===== config.mk =====
export PLATFORM = sky130hd
export DESIGN_NAME = power_state_wake_control
export DESIGN_NICKNAME = d
export VERILOG_FILES = /design/src/pkg/pm_pkg.sv /design/src/pkg/countdown_if.sv /design/src/verilog/pin_sync3.sv /design/src/verilog/countdown_timer.sv /design/src/verilog/power_state_wake_control.sv
export SDC_FILE = /design/constraint.sdc
export NUM_CORES = 1
export LEC_CHECK = 0
export BUFFER_PORTS_ARGS = -buffer_cell sky130_fd_sc_hd__buf_2
export CAP_MARGIN = 40
export CELL_PAD_IN_SITES_DETAIL_PLACEMENT = 0
export CELL_PAD_IN_SITES_GLOBAL_PLACEMENT = 1
export CORE_ASPECT_RATIO = 0.8
export CORE_UTILIZATION = 30
export CTS_CLUSTER_SIZE = 30
export DETAILED_ROUTE_END_ITERATION = 8
export GPL_ROUTABILITY_DRIVEN = 0
export GPL_TIMING_DRIVEN = 0
export MAX_ROUTING_LAYER = met4
export PLACE_DENSITY_LB_ADDON = 0.1
export SLEW_MARGIN = 20
export SYNTH_ARGS = -nofsm -noshare
export SYNTH_HDL_FRONTEND = slang
export SYNTH_SLANG_ARGS = --single-unit

===== constraint.sdc =====
create_clock -name pclk -period 3.03 [get_ports pclk]
set_input_delay 0.4545 -clock pclk [delete_from_list [all_inputs] [get_ports pclk]]
set_output_delay 0.4545 -clock pclk [all_outputs]
set_load 0.03 [all_outputs]

===== src/pkg/pm_pkg.sv =====
/*
  constants, register map and state type of the power-state controller.
  assumes a 50 mhz pclk and a word-aligned apb register map.
*/
package pm_pkg;
  // ----------------------------------------------------------------
  // timing
  // ----------------------------------------------------------------
  localparam int CLK_KHZ       = 50_000;      // pclk rate in khz
  localparam int WAKE_PULSE_MS = 50;          // pulsed wake pin width
  localparam int READY_MS      = 2;           // resume to ready, longest
  localparam int WAKE_PULSE_CYC = WAKE_PULSE_MS * CLK_KHZ;
  localparam int READY_CYC      = READY_MS * CLK_KHZ;  // exact integer product
  // ----------------------------------------------------------------
  // register byte offsets
  // ----------------------------------------------------------------
  localparam logic [7:0] OFS_PMCTRL = 8'h00;  // power mgmt control
  localparam logic [7:0] OFS_BTEST  = 8'h04;  // byte-order test, wakes
  localparam logic [7:0] OFS_INTSTS = 8'h08;  // interrupt status
  localparam logic [7:0] OFS_INTEN  = 8'h0c;  // interrupt enable
  localparam logic [7:0] OFS_PHYCTL = 8'h10;  // phy power control
  // ----------------------------------------------------------------
  // field positions
  // ----------------------------------------------------------------
  localparam int B_READY = 0;   // ready flag, read only
  localparam int B_PINEN = 1;   // wake pin enable
  localparam int B_PULSE = 2;   // wake_pin_pulse_select
  localparam int B_WAKEUP_SOURCE_STATUS  = 4;   // wakeup_source_status, two bits, w1c
  localparam int B_WFEN  = 8;   // wake_frame_detect_enable
  localparam int B_EDEN  = 9;   // energy_detect_wake_enable
  localparam int B_PSEL  = 12;  // power_state_select, two bits
  localparam int B_WINT  = 0;   // wake interrupt status / enable
  localparam int B_GPD   = 0;   // phy general power-down
  localparam int B_EDPD  = 1;   // energy_detect_powerdown
  localparam int B_ENRG  = 2;   // line_energy_present, read only
  localparam int B_EINT  = 3;   // energy interrupt source flag, w1c
  // ----------------------------------------------------------------
  // encodings and reset values
  // ----------------------------------------------------------------
  localparam logic [1:0] PSEL_D0   = 2'h0;
  localparam logic [1:0] PSEL_D1   = 2'h1;
  localparam logic [1:0] PSEL_D2   = 2'h2;
  localparam logic [1:0] WAKEUP_SOURCE_STATUS_NONE = 2'h0;
  localparam logic [1:0] WAKEUP_SOURCE_STATUS_ED   = 2'h1;  // energy detected
  localparam logic [1:0] WAKEUP_SOURCE_STATUS_WOL  = 2'h2;  // wake frame / magic packet
  localparam logic [31:0] BTEST_PATTERN = 32'h0123_4567; // arbitrary
  typedef enum logic [1:0] {ST_D0, ST_D1, ST_D2} power_state_e;
endpackage : pm_pkg


===== src/pkg/countdown_if.sv =====
/*
  start/expire carrier between the controller and a countdown timer.
  assumes both ends run on the same clock.
*/
`timescale 1ns/1ps
`default_nettype none
interface countdown_if;
  logic start;    // one-cycle pulse, (re)loads the count
  logic running;  // count in progress
  logic expired;  // one-cycle pulse at the end of the count
  modport ctl (output start, input running, expired);
  modport tmr (input start, output running, expired);
endinterface : countdown_if
`default_nettype wire


===== src/verilog/pin_sync3.sv =====
/*
  three-flop synchroniser for an asynchronous pin level.
  assumes the pin is slow against pclk; output updates once the
  second and third flops agree.
*/
`timescale 1ns/1ps
`default_nettype none
module pin_sync3 (
  input  wire logic pclk,
  input  wire logic presetn,
  input  wire logic pin,
  output var  logic level_q
);
  logic s1_q, s2_q, s3_q;  // chain; s1 feeds s2 only
  logic level_d;
  // ----------------------------------------------------------------
  // agreement filter
  // ----------------------------------------------------------------
  always_comb begin
    level_d = (s2_q == s3_q) ? s3_q : level_q;
  end
  always_ff @(posedge pclk or negedge presetn) begin
    if (!presetn) begin
      s1_q    <= 1'b0;
      s2_q    <= 1'b0;
      s3_q    <= 1'b0;
      level_q <= 1'b0;
    end else begin
      s1_q    <= pin;
      s2_q    <= s1_q;
      s3_q    <= s2_q;
      level_q <= level_d;
    end
  end
endmodule : pin_sync3
`default_nettype wire


===== src/verilog/countdown_timer.sv =====
/*
  retriggerable countdown of COUNT cycles.
  assumes start is a single-cycle pulse from the same clock domain.
*/
`timescale 1ns/1ps
`default_nettype none
module countdown_timer #(
  parameter int COUNT = 16
) (
  input  wire logic  pclk,
  input  wire logic  presetn,
  countdown_if.tmr   tm
);
  localparam int W = $clog2(COUNT + 1);
  localparam logic [W-1:0] LOAD = W'(COUNT);
  logic [W-1:0] cnt_q, cnt_d;   // cycles left
  logic         run_d, exp_d;
  // the logic needs at least one cycle of count
  if (COUNT < 1) begin : g_chk
    $error("countdown_timer: COUNT must be at least 1");
  end
  // ----------------------------------------------------------------
  // count
  // ----------------------------------------------------------------
  always_comb begin
    cnt_d = cnt_q;
    exp_d = 1'b0;
    if (tm.start) begin
      cnt_d = LOAD;
    end else if (cnt_q != '0) begin
      cnt_d = cnt_q - 1'b1;
      exp_d = (cnt_q == W'(1));
    end
    run_d = (cnt_d != '0);
  end
  always_ff @(posedge pclk or negedge presetn) begin
    if (!presetn) begin
      cnt_q      <= '0;
      tm.running <= 1'b0;
      tm.expired <= 1'b0;
    end else begin
      cnt_q      <= cnt_d;
      tm.running <= run_d;
      tm.expired <= exp_d;
    end
  end
endmodule : countdown_timer
`default_nettype wire


===== src/verilog/power_state_wake_control.sv =====
/*
  power-state controller: d0/d1/d2 states, clock gating, ready flag,
  host write gating, wake pin and wake interrupt, phy power-down.
  assumes an apb master on pclk, same-clock wake detect pulses from the
  frame filter, and line energy arriving as an asynchronous pin.
*/
// What this block does
// one normal, two sleep states; sleep clears ready
// host reads only control register while not ready
// host writes only the wake write while not ready
// writes ignored until a read after reset/wake
// byte-test write in sleep returns to d0
// writing 01 to state select enters d1
// d1 keeps phy and mac wake clocks
// d1 detection sets source 10, drives pin
// any wake event sets wake interrupt status
// host sets phy powerdown, then selects 10
// d2 stops mac and bus clocks, clears ready
// d2 energy sets source 01, drives pin
// host clears phy powerdown only after ready
// host may clear wake source once ready
// wake status sticks while source active, w1c
// pulse select gives 50ms pin, else static
// pin drops on source, enable, pin-enable clear
// general powerdown holds phy off, reset on clear
// energy powerdown: phy off without energy, flag
// wake source status readable by software
// ready set within 2ms after wake write
// state select 00 is d0, read after wake
`timescale 1ns/1ps
`default_nettype none
module power_state_wake_control
  import pm_pkg::*;
#(
  parameter int PULSE_CYC = WAKE_PULSE_CYC,  // wake pin pulse, cycles
  parameter int RDY_CYC   = READY_CYC        // resume to ready, cycles
) (
  input  wire logic        pclk,
  input  wire logic        presetn,
  input  wire logic        psel,
  input  wire logic        penable,
  input  wire logic        pwrite,
  input  wire logic [7:0]  paddr,
  input  wire logic [31:0] pwdata,
  output var  logic [31:0] prdata,
  output var  logic        pready,
  output var  logic        pslverr,
  input  wire logic        wake_frame_seen,   // pulse, frame filter
  input  wire logic        magic_packet_seen, // pulse, frame filter
  input  wire logic        line_energy_present, // async pin
  output var  logic        wake_pin,
  output var  logic        host_irq,
  output var  logic        device_ready,
  output var  logic        core_clk_en,
  output var  logic        mac_pm_clk_en,
  output var  logic        phy_clk_en,
  output var  logic        phy_power_down,
  output var  logic        phy_reset
);
  // ----------------------------------------------------------------
  // state
  // ----------------------------------------------------------------
  power_state_e st_q, st_d;            // power state
  logic        rdy_q, rdy_d;           // ready flag
  logic        seen_q, seen_d;         // a read happened since reset/wake
  logic        pinen_q, pinen_d;       // wake pin enable
  logic        pulse_q, pulse_d;       // wake_pin_pulse_select
  logic [1:0]  wakeup_source_status_q, wakeup_source_status_d;         // wakeup_source_status
  logic        wfen_q, wfen_d;         // wake_frame_detect_enable
  logic        eden_q, eden_d;         // energy_detect_wake_enable
  logic        wint_q, wint_d;         // wake interrupt status
  logic        wien_q, wien_d;         // wake interrupt enable
  logic        gpd_q, gpd_d;           // phy general power-down
  logic        edpd_q, edpd_d;         // energy_detect_powerdown
  logic        eint_q, eint_d;         // phy energy interrupt flag
  logic        enrg_prev_q;            // energy level, last cycle
  logic        boot_q;                 // starts the ready timer at reset
  logic [31:0] rdata_d;
  logic        rdy_ack_d, err_d;
  logic        enrg;                   // synchronised line energy
  logic        acc, wr, rd, wr_ok, wake_wr;
  logic        det_wol, det_ed, wake_ev, src;
  logic [1:0]  psel_f;
  countdown_if pulse_tm ();            // wake pin pulse
  countdown_if ready_tm ();            // resume delay

  if (PULSE_CYC < 1 || RDY_CYC < 1) begin : g_chk
    $error("power_state_wake_control: counts must be at least 1");
  end

  pin_sync3 u_sync (
    .pclk    (pclk),
    .presetn (presetn),
    .pin     (line_energy_present),
    .level_q (enrg)
  );
  countdown_timer #(.COUNT(PULSE_CYC)) u_pulse (
    .pclk    (pclk),
    .presetn (presetn),
    .tm      (pulse_tm.tmr)
  );
  countdown_timer #(.COUNT(RDY_CYC)) u_ready (
    .pclk    (pclk),
    .presetn (presetn),
    .tm      (ready_tm.tmr)
  );

  // ----------------------------------------------------------------
  // bus decode: answer in the second access cycle
  // ----------------------------------------------------------------
  assign acc     = psel & penable & ~pready;
  assign wr      = acc & pwrite;
  assign rd      = acc & ~pwrite;
  assign psel_f  = pwdata[B_PSEL +: 2];
  // wake write taken in sleep regardless of the read gate
  assign wake_wr = wr & (paddr == OFS_BTEST) & (st_q != ST_D0);
  // writes need a prior read and the ready flag
  assign wr_ok   = wr & seen_q & rdy_q;

  // ----------------------------------------------------------------
  // wake detection
  // ----------------------------------------------------------------
  // d1 detection is always armed, enables only gate outputs
  assign det_wol = (st_q == ST_D1) & (wake_frame_seen | magic_packet_seen);
  // level based, so carrier present on entry detects at once
  assign det_ed  = (st_q == ST_D2) & enrg;
  assign wake_ev = (det_wol & (wakeup_source_status_q != WAKEUP_SOURCE_STATUS_WOL))
                 | (det_ed & (wakeup_source_status_q != WAKEUP_SOURCE_STATUS_ED));
  // internal interrupt source, also the pin's source
  assign src     = (wakeup_source_status_q[1] & wfen_q) | (wakeup_source_status_q[0] & eden_q);
  assign pulse_tm.start = wake_ev;
  assign ready_tm.start = wake_wr | boot_q;

  // ----------------------------------------------------------------
  // next values of the control state; outputs are formed in the register block
  // ----------------------------------------------------------------
  always_comb begin
    st_d    = st_q;
    rdy_d   = rdy_q;
    seen_d  = seen_q | rd;
    pinen_d = pinen_q;
    pulse_d = pulse_q;
    wakeup_source_status_d  = wakeup_source_status_q;
    wfen_d  = wfen_q;
    eden_d  = eden_q;
    wien_d  = wien_q;
    gpd_d   = gpd_q;
    edpd_d  = edpd_q;
    wint_d  = wint_q;
    eint_d  = eint_q;
    // software writes
    if (wr_ok) begin
      unique case (paddr)
        OFS_PMCTRL: begin
          pinen_d = pwdata[B_PINEN];
          pulse_d = pwdata[B_PULSE];
          wfen_d  = pwdata[B_WFEN];
          eden_d  = pwdata[B_EDEN];
          // source bits are write-one-to-clear
          wakeup_source_status_d  = wakeup_source_status_q & ~pwdata[B_WAKEUP_SOURCE_STATUS +: 2];
          if (st_q == ST_D0) begin
            // 01 enters d1; 10 enters d2; 11 ignored
            if (psel_f == PSEL_D1) begin
              st_d = ST_D1;
            end else if (psel_f == PSEL_D2) begin
              st_d = ST_D2;
            end
          end
        end
        OFS_INTSTS: begin
          wint_d = wint_q & ~pwdata[B_WINT];
          eint_d = eint_q & ~pwdata[B_EINT];
        end
        OFS_INTEN:  wien_d = pwdata[B_WINT];
        OFS_PHYCTL: begin
          gpd_d  = pwdata[B_GPD];
          edpd_d = pwdata[B_EDPD];
        end
        default: ;
      endcase
    end
    // hardware sets the source field over any clear
    if (det_wol) begin
      wakeup_source_status_d = WAKEUP_SOURCE_STATUS_WOL;
    end else if (det_ed) begin
      wakeup_source_status_d = WAKEUP_SOURCE_STATUS_ED;
    end
    // set wins over the w1c, held while source active
    if (wake_ev | src) begin
      wint_d = 1'b1;
    end
    // energy arrival under energy power-down raises the flag
    if (edpd_q & enrg & ~enrg_prev_q) begin
      eint_d = 1'b1;
    end
    // ready drops on sleep entry
    if (st_d != ST_D0) begin
      rdy_d = 1'b0;
    end else if (ready_tm.expired) begin
      // ready returns when the resume delay expires
      rdy_d = 1'b1;
    end
    // wake write returns to d0, select reads 00
    if (wake_wr) begin
      st_d   = ST_D0;
      rdy_d  = 1'b0;
      seen_d = 1'b0;  // a fresh read is needed after waking
    end
  end

  // ----------------------------------------------------------------
  // read mux; only the control register answers while not ready
  // ----------------------------------------------------------------
  always_comb begin
    rdata_d = '0;
    err_d   = 1'b0;
    unique case (paddr)
      OFS_PMCTRL: begin
        rdata_d[B_READY]     = rdy_q;
        rdata_d[B_PINEN]     = pinen_q;
        rdata_d[B_PULSE]     = pulse_q;
        // software sees which wake source drives the pin
        rdata_d[B_WAKEUP_SOURCE_STATUS +: 2] = wakeup_source_status_q;
        rdata_d[B_WFEN]      = wfen_q;
        rdata_d[B_EDEN]      = eden_q;
        // d0 reports 00
        rdata_d[B_PSEL +: 2] = (st_q == ST_D1) ? PSEL_D1 :
                               (st_q == ST_D2) ? PSEL_D2 : PSEL_D0;
      end
      OFS_BTEST:  rdata_d = BTEST_PATTERN;
      OFS_INTSTS: begin
        rdata_d[B_WINT] = wint_q;
        rdata_d[B_EINT] = eint_q;
      end
      OFS_INTEN:  rdata_d[B_WINT] = wien_q;
      OFS_PHYCTL: begin
        rdata_d[B_GPD]  = gpd_q;
        rdata_d[B_EDPD] = edpd_q;
        rdata_d[B_ENRG] = enrg;
      end
      default:    err_d = 1'b1;
    endcase
    // other registers read zero while the flag is clear
    if (!rdy_q && paddr != OFS_PMCTRL) begin
      rdata_d = '0;
    end
    rdy_ack_d = acc;
  end

  // ----------------------------------------------------------------
  // registers; outputs are flops, so they trail state by one cycle
  // ----------------------------------------------------------------
  always_ff @(posedge pclk or negedge presetn) begin
    if (!presetn) begin
      st_q <= ST_D0;
      {rdy_q, seen_q, pinen_q, pulse_q} <= 4'h0;
      {wfen_q, eden_q, wint_q, wien_q}  <= 4'h0;
      {gpd_q, edpd_q, eint_q}           <= 3'h0;
      wakeup_source_status_q        <= WAKEUP_SOURCE_STATUS_NONE;
      enrg_prev_q   <= 1'b0;
      boot_q        <= 1'b1;
      prdata        <= '0;
      pready        <= 1'b0;
      pslverr       <= 1'b0;
      wake_pin      <= 1'b0;
      host_irq      <= 1'b0;
      device_ready  <= 1'b0;
      core_clk_en   <= 1'b1;
      mac_pm_clk_en <= 1'b1;
      phy_clk_en    <= 1'b1;
      phy_power_down <= 1'b0;
      phy_reset     <= 1'b0;
    end else begin
      st_q    <= st_d;
      rdy_q   <= rdy_d;
      seen_q  <= seen_d;
      pinen_q <= pinen_d;
      pulse_q <= pulse_d;
      wakeup_source_status_q  <= wakeup_source_status_d;
      wfen_q  <= wfen_d;
      eden_q  <= eden_d;
      wint_q  <= wint_d;
      wien_q  <= wien_d;
      gpd_q   <= gpd_d;
      edpd_q  <= edpd_d;
      eint_q  <= eint_d;
      enrg_prev_q <= enrg;
      boot_q  <= 1'b0;
      prdata  <= rd ? rdata_d : 32'h0000_0000;
      pready  <= rdy_ack_d;
      pslverr <= acc & err_d;
      // pulsed or static pin, gated by source and enable
      wake_pin <= src & pinen_q & (~pulse_q | pulse_tm.running);
      host_irq <= wint_q & wien_q;  // independent of the pin
      device_ready <= rdy_q;
      // clock gating per state
      core_clk_en   <= (st_q == ST_D0);
      mac_pm_clk_en <= (st_q != ST_D2);
      // energy power-down keeps only sensing alive
      phy_clk_en    <= ~gpd_q & ~(edpd_q & ~enrg);
      // held down while set, self reset when released
      phy_power_down <= gpd_q | (edpd_q & ~enrg);
      phy_reset     <= (gpd_q & ~gpd_d) | (edpd_q & enrg & ~enrg_prev_q);
    end
  end

  logic [31:0] lo_cnt_q;  // cycles ready low in d0
  always_ff @(posedge pclk or negedge presetn) begin
    if (!presetn) lo_cnt_q <= '0;
    else lo_cnt_q <= (st_q == ST_D0 && !rdy_q) ? lo_cnt_q + 1 : '0;
  end
endmodule : power_state_wake_control
`default_nettype wire


==> results.md, run 1 <==
* Run status: finished clean
* Clk Tree Root Cell: sky130_fd_sc_hd__clkbuf_16
* Die extent in x at roughly 130 um
* Share of the synthesized area in the top cell type at between 40% and 50%
* TritonCTS clock tree: done
* Cell with the most instances on the worst path: sky130_fd_sc_hd__nand3_1
* Area of the mapped netlist at around 4000 sq um
* Setup repair after global routing missed its margin: false
* Worst min-delay path class: in2async
* TritonCTS Buffers at 9
* Stage delay of the slowest cell on the critical path at 0.54 ns
* First drt pass iteration count at 4
* Post-Layout Inst Area at just under 5000 sq um
* Area of the core at approximately 13000 sq um
* Number of H-tree branching levels at 3
* Final Hold Viols at 0
* Nets at between 500 and 600
* Instance area after placement at 4600 sq um
* Share of the yosys chip area belonging to registers at about half
* Crit path max-delay cell type: sky130_fd_sc_hd__nor4_2
* IO Port Bufs at 52
* Highest achievable clock rate at roughly 0.36 GHz
* Post-Syn Instances at ~400
* Number of enable-type register cells in the synthesized netlist at 0
* Number of buffers added to fix hold violations after cts at 0
* Minimum hold slack at around 0.06 ns
* Final ANT Viol Nets at 0
* Area Overhead vs Synth at 23.5%
* Area enclosed by the die boundary at 13900 sq um
* Worst Max-Slew Pin Slew at ~0.8 ns
* Distinct cells, synth at 58
* Critical path origin: u_pulse.cnt_q[6]
* Smallest setup slack after layout at roughly 0.26 ns
* Setup clock skew after layout at about 0.0090 ns
* Clock Path Buffers at 2
* Per-instance average area after synthesis at between 10 and 15 sq um
* Initial antenna violation count at 0
* Max-slew headroom at the worst pin at a little under half
* Detailed-route via count at about 3000
* Vias in the first global route at 2819
* Clock slew seen by the registers of the worst setup and hold paths at 0.06 ns
* Power consumption at roughly 3.0 mW
* Number of rows created at floorplan at 37
* Placement Setup Slack at about 0.043 ns
* I/O pin count at 90
* Crit Path Max Fanout at 8
* Highest ir drop seen on vdd at approximately 0.27 mV
* Leakage dissipation at around 2.2 nW
* Detailed-route wire length at roughly 9 mm
* Ys Warns at 0
* Number of maximum-capacitance violations at 0
* Post-synth top flop: sky130_fd_sc_hd__dfrtp_1
* Crit Path Class: reg2reg
* Antenna diodes at 0
* Starting DRC count in detailed routing at between 150 and 200
* DP Wirelength at ~6.6 mm
* Global Route Usage Sum at roughly 14%
* Cell taking the most area after synthesis: sky130_fd_sc_hd__dfrtp_1
* Endpoints failing setup at 0
* Most frequently used cell type in the post-synthesis netlist: sky130_fd_sc_hd__dfrtp_1
* Ratio of final minimum period to clock period at 91.5%
* Count of final max-slew check failures at 0
* Count of unresolved DRC violations after routing at 0
* Routed length per instance at 13.9 um
* Die height at 106 um
* CTS sink count at just over 80
* Ordered list of cells on the worst path: buf_2 -> nor4_2 -> nand3_1 -> nor4_1 -> a311oi_1 -> nor3_1 -> and4_1 -> nand3_1
* Worst path required time at roughly 3.2 ns
* Grt ovf at 0
* Most frequent cells after synthesis: sky130_fd_sc_hd__dfrtp_1, sky130_fd_sc_hd__nor2_1, sky130_fd_sc_hd__nand2_1
* Power density over the cells at 597 nW/um^2
* Layout cell share with drive strength beyond 1 at around 24%
* Synth async-reset ratio at 100%
* Kind of end point of the critical path: register
* Startpoint type of the worst setup path: register
* Launch point of the worst reg-to-reg path: u_pulse.cnt_q[6]
* Later-pin clock latency in the skew report at between 0.3 and 0.4 ns
* Largest net degree at the start of global routing at between 50 and 60
* Final cell utilization of the core at a little under two fifths
* Vias per inst at 4.58
* Starting density of the core at between 30% and 40%
* Leading cell types by total area after synthesis: sky130_fd_sc_hd__dfrtp_1, sky130_fd_sc_hd__nor2_1, sky130_fd_sc_hd__xnor2_1, sky130_fd_sc_hd__buf_4, sky130_fd_sc_hd__nand2_1
* Final critical path time including I/O delays and setup at approximately 2.8 ns
* Arrival time of data at the critical path endpoint at a little under 3 ns
* #FFs+latches synth at 83
* Wire length of the first global-routing pass at around 15 mm
-- final timing paths --
| path | endpoint | slack [ns] | cells after the start |
|---|---|---|---|
| worst min register to register | u_sync.s2_q | 0.35 | 0 |
| max in group asynchronous | phy_clk_en | 2.30 | 2 |
| worst max register to register | u_pulse.tm.running | 0.26 | 8 |
| worst min-delay path | u_pulse.cnt_q[21] | 0.06 | 1 |
| worst max-delay path | u_pulse.tm.running | 0.26 | 8 |
| min in group pclk | u_sync.s1_q | 0.22 | 1 |
-- kinds of logic after synthesis --
logic type      after synthesis  share of synthesized area (%)
other cells                   1                         0.0932
simple gates                177                           23.3
compound gates               58                           9.52
buf+inv                      38                           5.60
fa+ha+maj                     4                           1.18
xor+xnor                     27                           5.88
flops                        83                           51.7
mux                          10                           2.71
-- final cells by class --
class	count	area, sq um
multi-input cells	292	1790
plain buffers	29	191
clock buffers	10	229
clock inverters	6	113
well taps	175	219
fillers	1297	7990
repair buffers	55	308
inverters	9	33.8
flip-flops and latches	83	2080
-- sequential cells by signal, summed over array words and instances, names as in the netlist, 2 cells and up --
register / count
st_q: 2
u_pulse.cnt_q: 22
u_ready.cnt_q: 17
wakeup_source_status_q: 2
prdata: 11
-- power by group --
group | switching [mW] | internal [mW] | leakage (nW)
registers | 0.0952 | 1.20 | 1.01
logic | 0.244 | 0.167 | 1.03
clock network | 0.453 | 0.809 | 0.167
total | 0.792 | 2.17 | 2.20
-- layout by cell type (no fill, tap or decap), types with 10 or more instances in the layout --
| cell | Yosys | layout |
|---|---|---|
| sky130_fd_sc_hd__nor4_1 | 11 | 10 |
| sky130_fd_sc_hd__nor2_1 | 58 | 57 |
| sky130_fd_sc_hd__a21oi_1 | 12 | 12 |
| sky130_fd_sc_hd__o21ai_0 | 12 | 12 |
| sky130_fd_sc_hd__xnor2_1 | 20 | 20 |
| sky130_fd_sc_hd__buf_4 | 21 | 23 |
| sky130_fd_sc_hd__nand2_1 | 31 | 31 |
| sky130_fd_sc_hd__dfrtp_1 | 79 | 79 |
| sky130_fd_sc_hd__conb_1 | 1 | 16 |
| sky130_fd_sc_hd__buf_2 | 3 | 54 |
| sky130_fd_sc_hd__nor3_1 | 19 | 19 |
-- per-layer routing --
metal	share of wire, %	GRT usage, %	vias up
met5	0	-	-
met4	1.4	4.65	0
met3	5.0	3.70	10
met2	40	19.0	66
met1	53	21.3	1410
li1	-	-	1531
-- worst max-delay path: cells and delay by family (launching register included) --
family | cells | cell delay (ns)
and+or+nand+nor | 6 | 1.89
DFF | 1 | 0.35
AOI/OAI and AO/OA | 1 | 0.22
buffers and inverters | 1 | 0.16
-- per-stage QoR --
stage | setup TNS, ns | std cells
CTS | 0 | 658
detailed placement | 0 | 642
finish | 0 | 659
floorplan | 0 | 413
global route | 0 | 659
global placement | -0.0438 | 640
-- repair_timing --
item                       4_1_cts  5_1_grt
setup endpoints to repair        0        1
gates resized for setup          0        5
buffers inserted                 0        1
No activity file was read; power rests on OpenSTA's default activity.
==> run 2, diff against run 1 <==
- CELL_PAD_IN_SITES_DETAIL_PLACEMENT: 0 -> 1
==> results.md, run 2 (same netlist as run 1, synthesis figures left out) <==
* Run status: finished clean
* Largest register FFs at 22
* Vias per inst at roughly 4.7
* Starting density of the core at a little under a third
* I/O pin count at 90
* Crit path max-delay cell type: sky130_fd_sc_hd__or4b_1
* Final ANT Viol Nets at 0
* Crit Path Max Fanout at 6
* Stage delay of the slowest cell on the critical path at ~0.47 ns
* Ordered list of cells on the worst path: inv_1 -> ha_1 -> or4b_1 -> clkbuf_1 -> nor4_1 -> o211ai_1 -> a21o_1 -> a2111oi_2 -> nand3_1
* Endpoints failing setup at 0
* Worst Max-Slew Pin Slew at slightly below 0.8 ns
* Area of the core at ~13000 sq um
* Top library cells by usage in the layout, fill and taps aside: sky130_fd_sc_hd__dfrtp_1, sky130_fd_sc_hd__nor2_1, sky130_fd_sc_hd__buf_2, sky130_fd_sc_hd__nand2_1, sky130_fd_sc_hd__buf_4
* Later-pin clock latency in the skew report at approximately 0.34 ns
* Startpoint type of the worst setup path: register
* Logic depth of the worst register-to-register path at 9
* TritonCTS clock tree: done
* Count of final max-slew check failures at 0
* Top reg by flops: u_pulse.cnt_q
* Crit Path Class: reg2reg
* Layout cell share with drive strength beyond 1 at approximately a quarter
* Worst min-delay path class: in2async
* Worst reg-to-reg setup slack at between 0.2 and 0.25 ns
* Number of buffers added to fix hold violations after cts at 0
* Leading cell type in the layout, fill and taps excluded: sky130_fd_sc_hd__dfrtp_1
* Wire length of the first global-routing pass at roughly 17 mm
* Routed length per instance at approximately 15 um
* Final cell count without fillers at ~660
* Nets at 530
* CTS sink count at 83
* Number of rows created at floorplan at 37
* Starting DRC count in detailed routing at ~150
* TritonCTS Buffers at 9
* Setup clock skew after layout at between 0.007 and 0.008 ns
* Arrival time of data at the critical path endpoint at 3.01 ns
* Global Route Usage Sum at around 16%
* Sum of buffers and inverters on the critical path at 2
* Launch point of the worst reg-to-reg path: u_pulse.cnt_q[0]
* Largest net degree at the start of global routing at 56
* Leakage dissipation at ~2.2 nW
* Area Overhead vs Synth at 23.3%
* Die height at about 110 um
* Initial antenna violation count at 0
* Vias in the first global route at roughly 3200
* Count of unresolved DRC violations after routing at 0
* Ratio of final minimum period to clock period at between 90% and 100%
* Worst r2r dst: u_pulse.tm.running
* Kind of end point of the critical path: register
* Die extent in x at around 130 um
* Leading registers by flop count: u_pulse.cnt_q (22), u_ready.cnt_q (17), prdata (11)
* Clock Path Buffers at 2
* First drt pass iteration count at 4
* IO Port Bufs at between 50 and 60
* Detailed-route wire length at around 9.9 mm
* Final Hold Viols at 0
* Clk Tree Root Cell: sky130_fd_sc_hd__clkbuf_16
* DP Wirelength at 7.31 mm
* Detailed-route via count at around 3100
* Grt ovf at 0
* Power density over the cells at 592 nW/um^2
* Cell family contributing the most delay on the critical path: simple AND/OR/NAND/NOR gates
* Clock slew seen by the registers of the worst setup and hold paths at 0.06 ns
* Max-slew headroom at the worst pin at a little under half
* Area enclosed by the die boundary at 13900 sq um
* Antenna diodes at 0
* Final critical path time including I/O delays and setup at about 2.8 ns
* Number of maximum-capacitance violations at 0
* Setup repair after global routing missed its margin: false
* Cell Count Post-Placement at 642
* Final total negative setup slack at 0 ns
* Worst path required time at 3.25 ns
* Highest achievable clock rate at roughly 0.36 GHz
* Number of H-tree branching levels at 3
* Highest ir drop seen on vdd at between 0.2 and 0.3 mV
-- run 2: routing by layer --
layer	wire length [um]	track usage, %
met5	0	-
met4	144	6.23
met3	382	4.23
met2	4210	21.7
met1	5190	22.9
-- run 2: worst max-delay path by stage --
stage	startpoint	endpoint	depth (start not counted)
final	u_pulse.cnt_q[0]	u_pulse.tm.running	9
after global routing	u_pulse.cnt_q[0]	u_pulse.tm.running	9
after CTS	u_pulse.cnt_q[6]	u_pulse.tm.running	8
after detailed placement	u_pulse.cnt_q[0]	u_pulse.tm.running	9
after global placement	u_pulse.cnt_q[0]	u_pulse.tm.running	9
after floorplan	u_pulse.cnt_q[0]	u_pulse.tm.running	9
-- run 2: stage by stage --
stage	power [mW]	setup slack, ns	hold slack, ns	area, sq um	utilization [%]
global placement	1.71	-0.0438	0.332	4560	35.2
global route	3.09	0.0823	0.0617	4960	38.3
detailed placement	1.72	-0.0590	0.338	4600	35.5
finish	2.93	0.241	0.0436	4960	38.3
floorplan	1.59	0.593	0.159	4080	-
CTS	2.97	0.0784	0.0534	4940	38.1
-- run 2: area by class of cell --
cell class	count	area, sq um
Clock inverter	5	85.1
Clock buffer	11	243
Fill cell	1511	8000
Sequential cell	83	2080
Inverter	9	33.8
Buffer	29	191
Multi-Input combinational cell	292	1800
Timing Repair Buffer	55	308
Tap cell	175	219
-- run 2: report_power, final --
group	switching (mW)	total, mW	internal [mW]
Clock	0.466	1.22	0.749
Sequential	0.105	1.30	1.20
Combinational	0.247	0.416	0.169
-- run 2: what timing repair did --
action	4_1_cts	5_1_grt
hold endpoints to repair	0	0
setup buffers	0	1
pin swaps	1	0
endpoints found under the setup margin	1	1
gates resized for setup	1	4
cloned	0	0
